$ cat src/inc/dtc_defines.vh
// Register offsets, field positions and timing constants of the dual timer/counter.
`ifndef DTC_DEFINES_VH
`define DTC_DEFINES_VH
// ****************************************************************
// Register map
// ****************************************************************
`define DTC_ADDR_CTRL 8'h88
`define DTC_ADDR_MODE 8'h89
`define DTC_ADDR_LOW_A 8'h8a
`define DTC_ADDR_LOW_B 8'h8b
`define DTC_ADDR_HIGH_A 8'h8c
`define DTC_ADDR_HIGH_B 8'h8d
`define DTC_RESET_BYTE 8'h00
// ****************************************************************
// Control register bits
// ****************************************************************
`define DTC_CTRL_OVF_B 7
`define DTC_CTRL_RUN_B 6
`define DTC_CTRL_OVF_A 5
`define DTC_CTRL_RUN_A 4
`define DTC_CTRL_EXT_FLAG_B 3
`define DTC_CTRL_EXT_TYPE_B 2
`define DTC_CTRL_EXT_FLAG_A 1
`define DTC_CTRL_EXT_TYPE_A 0
// ****************************************************************
// Mode register fields
// ****************************************************************
`define DTC_MODE_GATE_B 7
`define DTC_MODE_SRC_B 6
`define DTC_MODE_FLD_B_HI 5
`define DTC_MODE_FLD_B_LO 4
`define DTC_MODE_GATE_A 3
`define DTC_MODE_SRC_A 2
`define DTC_MODE_FLD_A_HI 1
`define DTC_MODE_FLD_A_LO 0
`define DTC_MODE_PRESCALE 2'b00
`define DTC_MODE_WIDE 2'b01
`define DTC_MODE_RELOAD 2'b10
`define DTC_MODE_SPLIT 2'b11
// ****************************************************************
// Counting widths and timing
// ****************************************************************
`define DTC_PRESCALE_MAX 8'h1f
`define DTC_BYTE_MAX 8'hff
`define DTC_ONE 8'h01
`define DTC_TICK_CYCLES 2
`define DTC_TICK_CNT_MAX 1'b1
`endif

$ cat src/core/dtc_timer_pair.v
// Two timer/counter units with their control, mode and count registers.
//
// Design decision made here: the plain strobed port.
`timescale 1ns/1ns
`include "dtc_defines.vh"
module dtc_timer_pair (
  input wire clk_sys_i,
  input wire rst_b_i,
  input wire [7:0] reg_addr_i,
  input wire [7:0] reg_wdata_i,
  input wire reg_wr_i,
  input wire reg_rd_i,
  output reg [7:0] reg_rdata_o,
  input wire gate_pin_a_i,
  input wire gate_pin_b_i,
  input wire count_input_pin_a_i,
  input wire count_input_pin_b_i,
  input wire isr_ack_a_i,
  input wire isr_ack_b_i,
  output wire overflow_flag_a_o,
  output wire overflow_flag_b_o
);

  // ****************************************************************
  // Registers and state
  // ****************************************************************
  // Count bytes are live registers; a 16-bit value is read as two bytes and can tear
  // while the unit runs, so software should stop the unit or read the high byte twice.
  reg [7:0] ctrl_r;
  reg [7:0] mode_r;
  reg [7:0] count_low_byte_a_r;
  reg [7:0] count_high_byte_a_r;
  reg [7:0] count_low_byte_b_r;
  reg [7:0] count_high_byte_b_r;
  reg tick_cnt_r;
  reg pin_a_d_r;
  reg pin_b_d_r;

  // Field views of the control and mode registers.
  wire run_control_a = ctrl_r[`DTC_CTRL_RUN_A];
  wire run_control_b = ctrl_r[`DTC_CTRL_RUN_B];
  wire pin_gating_a = mode_r[`DTC_MODE_GATE_A];
  wire pin_gating_b = mode_r[`DTC_MODE_GATE_B];
  wire count_source_select_a = mode_r[`DTC_MODE_SRC_A];
  wire count_source_select_b = mode_r[`DTC_MODE_SRC_B];
  wire [1:0] mode_field_a = mode_r[`DTC_MODE_FLD_A_HI:`DTC_MODE_FLD_A_LO];
  wire [1:0] mode_field_b = mode_r[`DTC_MODE_FLD_B_HI:`DTC_MODE_FLD_B_LO];
  wire split_mode = (mode_field_a == `DTC_MODE_SPLIT);
  // Control bits 3..0 belong to the external interrupt logic; here they are plain storage
  // that software can write and read back, with no behaviour behind them.

  // ****************************************************************
  // Time base and pin edge detection
  // ****************************************************************
  // The 2-cycle time base is a shared enable pulse, so both units step in the same cycle.
  // The divider runs free from reset and is never restarted by the run bit, so the first
  // step after starting a unit comes one or two cycles later.
  // A free-running divider keeps both units on one phase, which was worth more here
  // than an exact first step.
  wire tick = (tick_cnt_r == `DTC_TICK_CNT_MAX);

  // Pins are taken as synchronous; a falling edge is a high sample followed by a low one.
  // A pulse narrower than the tick can still be seen here, but only wider ones are promised.
  // The delayed samples reset low, so a pin that idles high gives no false edge after reset.
  wire fall_a = pin_a_d_r & ~count_input_pin_a_i;
  wire fall_b = pin_b_d_r & ~count_input_pin_b_i;

  always @(posedge clk_sys_i or negedge rst_b_i) begin
    if (!rst_b_i) begin
      tick_cnt_r <= 1'b0;
      pin_a_d_r <= 1'b0;
      pin_b_d_r <= 1'b0;
    end else begin
      tick_cnt_r <= ~tick_cnt_r;
      pin_a_d_r <= count_input_pin_a_i;
      pin_b_d_r <= count_input_pin_b_i;
    end
  end

  // ****************************************************************
  // Count enables
  // ****************************************************************
  // Gating needs both the run bit and a high gate pin; otherwise the run bit alone decides.
  wire en_a = run_control_a & (~pin_gating_a | gate_pin_a_i);
  wire en_b = run_control_b & (~pin_gating_b | gate_pin_b_i);
  wire step_a = en_a & (count_source_select_a ? fall_a : tick);
  wire step_b = en_b & (count_source_select_b ? fall_b : tick);
  // The split high byte is a pure timer run by unit B's run bit.
  // It ignores gating and the pin on purpose: in split mode unit B's own pins keep
  // steering unit B's counter, which still runs but no longer owns the flag.
  wire step_split_hi = run_control_b & tick;

  // ****************************************************************
  // Counting arithmetic, one combinational view per unit
  // ****************************************************************
  reg [7:0] low_a_nxt;
  reg [7:0] high_a_nxt;
  reg [7:0] low_b_nxt;
  reg [7:0] high_b_nxt;
  reg ovf_a;
  reg ovf_b_own;
  reg ovf_split_hi;

  // Unit A: all four modes.
  // Each branch only looks at the step of its own byte, so a stopped unit costs nothing
  // here and the case stays a pure function of the current registers.
  always @* begin
    low_a_nxt = count_low_byte_a_r;
    high_a_nxt = count_high_byte_a_r;
    ovf_a = 1'b0;
    ovf_split_hi = 1'b0;
    case (mode_field_a)
      // Mode 00: the low five bits prescale, the upper three low bits are kept as they are.
      `DTC_MODE_PRESCALE: begin
        if (step_a) begin
          if (count_low_byte_a_r[4:0] == `DTC_PRESCALE_MAX) begin
            low_a_nxt = {count_low_byte_a_r[7:5], 5'h00};
            high_a_nxt = count_high_byte_a_r + `DTC_ONE;
            ovf_a = (count_high_byte_a_r == `DTC_BYTE_MAX);
          end else begin
            low_a_nxt = count_low_byte_a_r + `DTC_ONE;
          end
        end
      end
      // Mode 01: one 16-bit count, the high byte steps on the low byte's carry.
      `DTC_MODE_WIDE: begin
        if (step_a) begin
          low_a_nxt = count_low_byte_a_r + `DTC_ONE;
          if (count_low_byte_a_r == `DTC_BYTE_MAX) begin
            high_a_nxt = count_high_byte_a_r + `DTC_ONE;
            ovf_a = (count_high_byte_a_r == `DTC_BYTE_MAX);
          end
        end
      end
      // Mode 10: the high byte is only the reload value and never counts here.
      `DTC_MODE_RELOAD: begin
        if (step_a) begin
          if (count_low_byte_a_r == `DTC_BYTE_MAX) begin
            low_a_nxt = count_high_byte_a_r;
            ovf_a = 1'b1;
          end else begin
            low_a_nxt = count_low_byte_a_r + `DTC_ONE;
          end
        end
      end
      // Mode 11: two 8-bit timers share unit A's bytes; the high one is run by unit B.
      // The two halves step independently, so both flags may rise in the same cycle.
      `DTC_MODE_SPLIT: begin
        if (step_a) begin
          low_a_nxt = count_low_byte_a_r + `DTC_ONE;
          ovf_a = (count_low_byte_a_r == `DTC_BYTE_MAX);
        end
        if (step_split_hi) begin
          high_a_nxt = count_high_byte_a_r + `DTC_ONE;
          ovf_split_hi = (count_high_byte_a_r == `DTC_BYTE_MAX);
        end
      end
      default: begin
        low_a_nxt = count_low_byte_a_r;
      end
    endcase
  end

  // Unit B: mode 11 stops it; it keeps running beside a split unit A but loses its flag.
  // It has no split branch of its own; its high byte never counts on its own tick.
  always @* begin
    low_b_nxt = count_low_byte_b_r;
    high_b_nxt = count_high_byte_b_r;
    ovf_b_own = 1'b0;
    case (mode_field_b)
      // Mode 00: same prescaler as unit A.
      `DTC_MODE_PRESCALE: begin
        if (step_b) begin
          if (count_low_byte_b_r[4:0] == `DTC_PRESCALE_MAX) begin
            low_b_nxt = {count_low_byte_b_r[7:5], 5'h00};
            high_b_nxt = count_high_byte_b_r + `DTC_ONE;
            ovf_b_own = (count_high_byte_b_r == `DTC_BYTE_MAX);
          end else begin
            low_b_nxt = count_low_byte_b_r + `DTC_ONE;
          end
        end
      end
      // Mode 01: one 16-bit count.
      `DTC_MODE_WIDE: begin
        if (step_b) begin
          low_b_nxt = count_low_byte_b_r + `DTC_ONE;
          if (count_low_byte_b_r == `DTC_BYTE_MAX) begin
            high_b_nxt = count_high_byte_b_r + `DTC_ONE;
            ovf_b_own = (count_high_byte_b_r == `DTC_BYTE_MAX);
          end
        end
      end
      // Mode 10: low byte counts and reloads from the high byte.
      `DTC_MODE_RELOAD: begin
        if (step_b) begin
          if (count_low_byte_b_r == `DTC_BYTE_MAX) begin
            low_b_nxt = count_high_byte_b_r;
            ovf_b_own = 1'b1;
          end else begin
            low_b_nxt = count_low_byte_b_r + `DTC_ONE;
          end
        end
      end
      // Mode 11 stops unit B: both bytes hold and it raises no overflow of its own.
      default: begin
        low_b_nxt = count_low_byte_b_r;
      end
    endcase
  end

  // In split mode unit B's flag belongs to unit A's high byte.
  // Unit B's own overflow is dropped then, since the flag has only one owner at a time.
  wire ovf_b = split_mode ? ovf_split_hi : ovf_b_own;

  // ****************************************************************
  // Register writes and hardware updates
  // ****************************************************************
  // A software write to a count byte wins over counting in that cycle, since software
  // intent is explicit; hardware flag setting wins over both software and ISR clears.
  // Writing a flag bit to one from software sets it, as on any plain register bit.
  wire wr_ctrl = reg_wr_i & (reg_addr_i == `DTC_ADDR_CTRL);
  reg [7:0] ctrl_nxt;

  // The order of the statements below is the priority: software write first, then the
  // service entry clears, and last the hardware sets, so an overflow that lands in the
  // same cycle as a clear is never lost.
  always @* begin
    ctrl_nxt = wr_ctrl ? reg_wdata_i : ctrl_r;
    if (isr_ack_a_i) begin
      ctrl_nxt[`DTC_CTRL_OVF_A] = 1'b0;
    end
    if (isr_ack_b_i) begin
      ctrl_nxt[`DTC_CTRL_OVF_B] = 1'b0;
    end
    if (ovf_a) begin
      ctrl_nxt[`DTC_CTRL_OVF_A] = 1'b1;
    end
    if (ovf_b) begin
      ctrl_nxt[`DTC_CTRL_OVF_B] = 1'b1;
    end
  end

  // ****************************************************************
  // Write decode
  // ****************************************************************
  // One decode per register keeps each update process small and easy to check.
  wire wr_mode = reg_wr_i & (reg_addr_i == `DTC_ADDR_MODE);
  wire wr_low_a = reg_wr_i & (reg_addr_i == `DTC_ADDR_LOW_A);
  wire wr_high_a = reg_wr_i & (reg_addr_i == `DTC_ADDR_HIGH_A);
  wire wr_low_b = reg_wr_i & (reg_addr_i == `DTC_ADDR_LOW_B);
  wire wr_high_b = reg_wr_i & (reg_addr_i == `DTC_ADDR_HIGH_B);

  // Control and mode registers; the flags reach the outputs straight from here.
  always @(posedge clk_sys_i or negedge rst_b_i) begin
    if (!rst_b_i) begin
      ctrl_r <= `DTC_RESET_BYTE;
      mode_r <= `DTC_RESET_BYTE;
    end else begin
      ctrl_r <= ctrl_nxt;
      if (wr_mode) begin
        // A mode change acts on the next step; a half-done prescale count is kept.
        mode_r <= reg_wdata_i;
      end
    end
  end

  // Unit A count bytes. A write wins over a step in the same cycle, so that step is lost.
  always @(posedge clk_sys_i or negedge rst_b_i) begin
    if (!rst_b_i) begin
      count_low_byte_a_r <= `DTC_RESET_BYTE;
      count_high_byte_a_r <= `DTC_RESET_BYTE;
    end else begin
      if (wr_low_a) begin
        count_low_byte_a_r <= reg_wdata_i;
      end else begin
        count_low_byte_a_r <= low_a_nxt;
      end
      if (wr_high_a) begin
        count_high_byte_a_r <= reg_wdata_i;
      end else begin
        count_high_byte_a_r <= high_a_nxt;
      end
    end
  end

  // Unit B count bytes, built the same way as unit A.
  always @(posedge clk_sys_i or negedge rst_b_i) begin
    if (!rst_b_i) begin
      count_low_byte_b_r <= `DTC_RESET_BYTE;
      count_high_byte_b_r <= `DTC_RESET_BYTE;
    end else begin
      if (wr_low_b) begin
        count_low_byte_b_r <= reg_wdata_i;
      end else begin
        count_low_byte_b_r <= low_b_nxt;
      end
      if (wr_high_b) begin
        count_high_byte_b_r <= reg_wdata_i;
      end else begin
        count_high_byte_b_r <= high_b_nxt;
      end
    end
  end

  // ****************************************************************
  // Read port
  // ****************************************************************
  // Read data appear one cycle after the strobe and only then; otherwise zero.
  // Returning zero between reads keeps the shared read bus quiet, and unmapped places
  // read as zero so that software can probe the map without side effects.
  always @(posedge clk_sys_i or negedge rst_b_i) begin
    if (!rst_b_i) begin
      reg_rdata_o <= `DTC_RESET_BYTE;
    end else if (reg_rd_i) begin
      case (reg_addr_i)
        `DTC_ADDR_CTRL: reg_rdata_o <= ctrl_r;
        `DTC_ADDR_MODE: reg_rdata_o <= mode_r;
        `DTC_ADDR_LOW_A: reg_rdata_o <= count_low_byte_a_r;
        `DTC_ADDR_HIGH_A: reg_rdata_o <= count_high_byte_a_r;
        `DTC_ADDR_LOW_B: reg_rdata_o <= count_low_byte_b_r;
        `DTC_ADDR_HIGH_B: reg_rdata_o <= count_high_byte_b_r;
        default: reg_rdata_o <= `DTC_RESET_BYTE;
      endcase
    end else begin
      reg_rdata_o <= `DTC_RESET_BYTE;
    end
  end

  // ****************************************************************
  // Flag outputs
  // ****************************************************************
  // The flags leave straight from the control register, so what software reads and
  // what the interrupt logic sees can never differ.
  assign overflow_flag_a_o = ctrl_r[`DTC_CTRL_OVF_A];
  assign overflow_flag_b_o = ctrl_r[`DTC_CTRL_OVF_B];

endmodule // dtc_timer_pair

$ cat config.mk
export PLATFORM = sky130hd
export DESIGN_NAME = dtc_timer_pair
export DESIGN_NICKNAME = d
export VERILOG_FILES = /design/src/core/dtc_timer_pair.v
export VERILOG_INCLUDE_DIRS = /design/src /design/src/inc
export SDC_FILE = /design/constraint.sdc
export NUM_CORES = 1
export LEC_CHECK = 0
export BUFFER_PORTS_ARGS = -buffer_cell sky130_fd_sc_hd__buf_4
export CAP_MARGIN = 0
export CORE_MARGIN = 3
export CORE_UTILIZATION = 60
export DETAILED_ROUTE_END_ITERATION = 10
export PLACE_DENSITY_LB_ADDON = 0.15
export SLEW_MARGIN = 10
export SYNTH_ARGS = -nofsm -noshare
export SYNTH_HDL_FRONTEND = slang
export SYNTH_SLANG_ARGS = --single-unit
$ cat constraint.sdc
create_clock -name clk_sys_i -period 3.05 [get_ports clk_sys_i]
set_input_delay 0.61 -clock clk_sys_i [delete_from_list [all_inputs] [get_ports clk_sys_i]]
set_output_delay 0.61 -clock clk_sys_i [all_outputs]
set_load 0.02 [all_outputs]
* Yosys cells after proc, flatten, opt, wreduce, memory -nomap -nowiden
Index checks and enable logic that the tools add are counted.
Widths: inputs -> output; s select.
** Operators by class
- Add/subtract/negate cells :: 4
- Multipliers :: 0
- Div/mod/pow operators :: 0
- $lt $le $gt $ge :: 0
- Equal/unequal tests :: 34
- Shifts and indexed selects :: 0
- Muxes and demuxes :: 53
- Bitwise logic cells :: 20
- Reduce and logical (&&, ||, !) cells :: 14
** Operator list (count)
- $mux 8 :: 25
- $eq 8x8->1 const B :: 10
- $pmux 8 s3 :: 3
- $pmux 8 s6 :: 1
- $ne 3x3->1 const B :: 15
- $add 8x1->8 const B :: 4
- $mux 1 :: 21
- $pmux 8 s2 :: 1
- $and 1x1->1 :: 13
- $eq 5x5->1 const B :: 2
- $reduce_and 5->1 :: 2
- $reduce_bool 3->1 :: 3
- $reduce_and 4->1 :: 2
- $reduce_bool 4->1 :: 2
- $eq 2x2->1 const B :: 3
- $ne 3x1->1 const B :: 2
- $reduce_and 6->1 :: 1
- $not 1->1 :: 5
- $eq 2x1->1 const B :: 2
- $logic_not 2->1 :: 2
- $pmux 1 s4 :: 1
- $pmux 1 s3 :: 1
- $reduce_and 3->1 :: 1
- $or 1x1->1 :: 2
- $reduce_or 2->1 :: 1
** Storage, ports and cells
- Bits in registers :: 59
- Bits in latches :: 0
- RAM bits :: 0
- Bits in read-only memories :: 0
- Input port bits :: 26
- Memories kept :: 0

* Logic depth before layout (Yosys ltp)
- Depth after elaboration :: 8
- Mapped depth :: 9
- Depth with buffers taken out :: 9

* Worst setup path after synthesis
No wires, ideal clock.
- Path kind :: reg2reg
- Start :: reg count_low_byte_a_r[0]
- End :: reg count_low_byte_a_r[7]
- Library setup time :: 0.125 ns
- Arrival time :: 2.090 ns
- Slack :: 0.836 ns
- Stages on the path, launching flop included :: 9
- Path buffers :: 0
- Clock period less this slack :: 2.214 ns
- Cells stage by stage :: dfrtp_1 ha_1 nand3_2 inv_1 ha_1 or3b_2 o2111ai_1 o31ai_1 mux2_2
** On the way
- Cells in the longest elaborated chain, start to end :: 5
- Elaborated cells between the ends (all ways) :: 12
- Classes of those cells :: 1 x add/sub; 3 x eq/ne; 7 x mux; 1 x reduce/logical
** RTL lines
- start, declared :: line dtc_timer_pair.v:31 : reg [7:0] count_low_byte_a_r;
- start signal, assigned :: line dtc_timer_pair.v:270 : count_low_byte_a_r <= `DTC_RESET_BYTE;
- start signal, assigned :: line dtc_timer_pair.v:274 : count_low_byte_a_r <= reg_wdata_i;
- start signal, assigned :: line dtc_timer_pair.v:276 : count_low_byte_a_r <= low_a_nxt;
- $add 8x1->8 (no line) or $eq 8x8->1 (tied branches)
- $mux 8, on equally long branches :: line dtc_timer_pair.v:138, dtc_timer_pair.v:116
- $mux 8, on equally long branches :: line dtc_timer_pair.v:137, dtc_timer_pair.v:115
- $pmux 8 s3 :: line dtc_timer_pair.v:112 : case (mode_field_a)
- $mux 8 :: line dtc_timer_pair.v:273 : if (wr_low_a) begin
Several ways; a longest one is shown, not always the timed one. The select of a mux whose other input is x is not followed.
A chain may end at the register's enable or synchronous reset.

* Worst setup path in the final report
Ends and elaborated chain as after synthesis.

==> impl_metrics.py <==
metrics = {
    "detailed_routing": {
        "vias": 3558,
        "drc_errors": 0,
        "antenna_left": 0,
        "first_iter_violations": 329,
        "via_per_inst": 6.76,
        "drt-total-wl_mm": 11.4,
        "first_pass_iters": 5,
        "route.detailed.wl_per_inst_um": 21.7,
    },
    "timing": {
        "tightest_slew_ns": 0.874,
        "hold_viol_final": 0,
        "fin_tns_setup_ns": 0,
        "min_period_ns": 2.62,
        "fmax_mhz": 381,
        "finalCritPeriodShare_pct": 86.0,
        "timing.slew.headroom_pct": 41.4,
        "setup_violations": 0,
        "clock_skew_ns": 0.0106,
        "rsz0062_at_grt": "false",
        "timing.final.ws_setup_ns": 0.428,
        "maxSlewViolCount": 0,
        "holdWs_ns": 0.325,
    },
    "floorplan": {
        "row_count": 29,
        "initial_core_util_pct": 62.3,
        "die_x_um": 87.4,
        "dieArea_sq_um": 7640,
        "core_area_sq_um": 6390,
        "die_height_um": 87.4,
        "pin_count": 36,
    },
    "synthesis": {
        "synth_nets": 451,
        "ys.flop_type": "dfrtp_1",
        "yosys.cell_count.top_type": "dfrtp_1",
        "syn_inst": 415,
        "yosys.cell_types.count": 71,
        "synthTopCellsByCount": "dfrtp_1 (59), nand2_1 (40), o21ai_0 (28)",
        "yosysTopAreaCellShare_pct": 37.1,
        "syn_area_sq_um": 3980,
        "syn_area_per_cell_sq_um": 9.58,
        "async_flop_share_pct": 100,
        "seq_area_frac_synth_pct": 37.1,
        "synth.ff_latch_count": 59,
        "synth_edf_count": 0,
        "synth.area.top_cells": "dfrtp_1 (37%), mux2_2 (5.1%), mux4_2 (4.5%)",
        "synth_top_cell_by_area": "dfrtp_1",
        "ys_warn_count": 0,
    },
    "pwr": {
        "cellLeakagePower_nw": 1.87,
        "p_comb_share_pct": 22.5,
        "power_mw": 2.27,
        "power_frac_clock_pct": 32.3,
        "ir_worst_vdd_uv": 376,
        "power_switching_uw": 786,
        "p_int_mw": 1.48,
        "pwr_density_cell_nw_per_um2": 508,
        "p_sw_share_pct": 34.7,
        "power.sequential.fraction_pct": 45.2,
    },
    "clocking": {
        "post_cts_buffers": 0,
        "cts-resized-gates": 0,
        "clk_pin_slew_ns": 0.07,
        "cts.sinks": 59,
        "h-tree-depth": 3,
        "cts.path.max_buffers": 2,
        "cts_tree": "done",
        "hold_buffers": 0,
        "clock_latency_ns": 0.35,
        "cts-buffers-inserted": 9,
        "clockRootBuffer": "clkbuf_8",
    },
    "setup_path": {
        "startpoint_type": "flip-flop",
        "crit_type": "reg -> reg",
        "crit_path_end_kind": "flip-flop",
        "r2r-end": "count_low_byte_a_r[7]",
        "worstPathRequired_ns": 3.28,
        "critical_path_peak_fanout": 7,
        "r2r_setup_slack_ns": 0.43,
        "r2r_cells": 8,
        "cp_data_arrival_time_ns": 2.86,
        "r2r_start": "count_low_byte_a_r[0]",
    },
    "global_routing": {
        "met1_usage_pct": 47.1,
        "globalRouteTotalUtil_pct": 32.0,
        "antenna_found_initial": 0,
        "grt-busiest-layer": "met1",
        "grt_overflow": 0,
        "grt_pass1_vias": 3370,
        "grt_use_met3_pct": 7.38,
        "grtUsageMet2_pct": 46.9,
        "grt_pass1_wl_mm": 18.6,
        "grt_max_degree": 60,
    },
    "final_layout": {
        "fin_cells": 526,
        "fin_area_sq_um": 4460,
        "drive_gt1_share_pct": 21.2,
        "final_util_pct": 69.9,
        "area_growth_pct": 12.2,
        "nets": 480,
        "antenna_cells": 0,
    },
    "placed_design": {
        "io_buffers": 35,
        "dp_slack_ns": 0.487,
        "hpwl_mm": 8.33,
        "place_inst": 510,
        "place_congestion": 0.967,
        "dpl-instance-area_sq_um": 4260,
    },
    "job": {
        "drv_cap": 0,
    },
    "status": {
        "status": "finished, final reports clean",
    },
    "worst_hold_path": {
        "hold_path_class": "in -> async",
    },
}
## per-layer routing
layer	vias up	routed length [um]	share of wire [%]
met4	0	167	1.5
met1	1735	4950	43
met5	-	0	0
li1	1627	-	-
met3	17	1150	10
met2	179	5140	45
## area by class of cell
class	instances	area (sq um)
clock buffers	9	124
inverters	13	48.8
repair buffers	37	278
multi-input cells	324	2360
clock inverters	7	77.6
flip-flops and latches	59	1480
fillers	495	1920
well taps	77	96.3
## power groups by stage
| stage | clock, mW | sequential [mW] | combinational (mW) |
|---|---|---|---|
| detailed placement | 0 | 1.03 | 0.498 |
| floorplan | 0 | 0.968 | 0.384 |
| global placement | 0 | 1.03 | 0.487 |
| finish | 0.733 | 1.03 | 0.509 |
| global route | 0.772 | 1.04 | 0.566 |
| CTS | 0.736 | 1.02 | 0.501 |
## worst max-delay path by stage
stage / startpoint / to / depth (start not counted)
global route: count_low_byte_a_r[0] / count_low_byte_a_r[6] / 9
detailed placement: count_low_byte_a_r[0] / count_low_byte_a_r[7] / 8
finish: count_low_byte_a_r[0] / count_low_byte_a_r[7] / 8
CTS: count_low_byte_a_r[0] / count_low_byte_a_r[7] / 8
global placement: count_low_byte_a_r[0] / count_low_byte_a_r[7] / 8
floorplan: count_low_byte_a_r[0] / count_low_byte_a_r[7] / 8
## worst max-delay path, cell delays in order, from the launching register on
cell       delay [ns]
dfrtp_1          0.48
ha_1             0.30
nand3_2          0.15
inv_1            0.12
ha_1             0.22
or3b_2           0.51
o2111ai_1        0.30
o31ai_1          0.16
mux2_2           0.28
## sequential cells by signal, summed over array words and instances (netlist names)
name and count:
count_low_byte_a_r 8, tick 1, count_low_byte_b_r 8, count_high_byte_a_r 8, mode_r 8, reg_rdata_o 8
pin_b_d_r 1, count_high_byte_b_r 8, pin_a_d_r 1, ctrl_r 8
## layout by cell type (no fill, tap or decap), types with 10 or more instances in the layout
cell      instances
dfrtp_1          59
inv_1            13
nand2_1          40
o21ai_0          28
nor2_1           22
nand2b_1         10
ha_1             10
buf_4            37
mux2_2           18
a21oi_1          12
nand3_1          14
## cells by family (layout without fill, tap and decap cells)
group                    after synthesis  count (layout)  synth area share, %
multiplexers                          33              33                 11.4
XOR/XNOR                              13              13                 2.86
adder cells (fa/ha/maj)               10              10                 3.15
AND/OR/NAND/NOR                      153             153                 22.0
buffers and inverters                 32              66                 3.52
flip-flops                            59              59                 37.1
AO/OA/AOI/OAI                        115             115                 19.9
(Power assumes the default switching activity.)
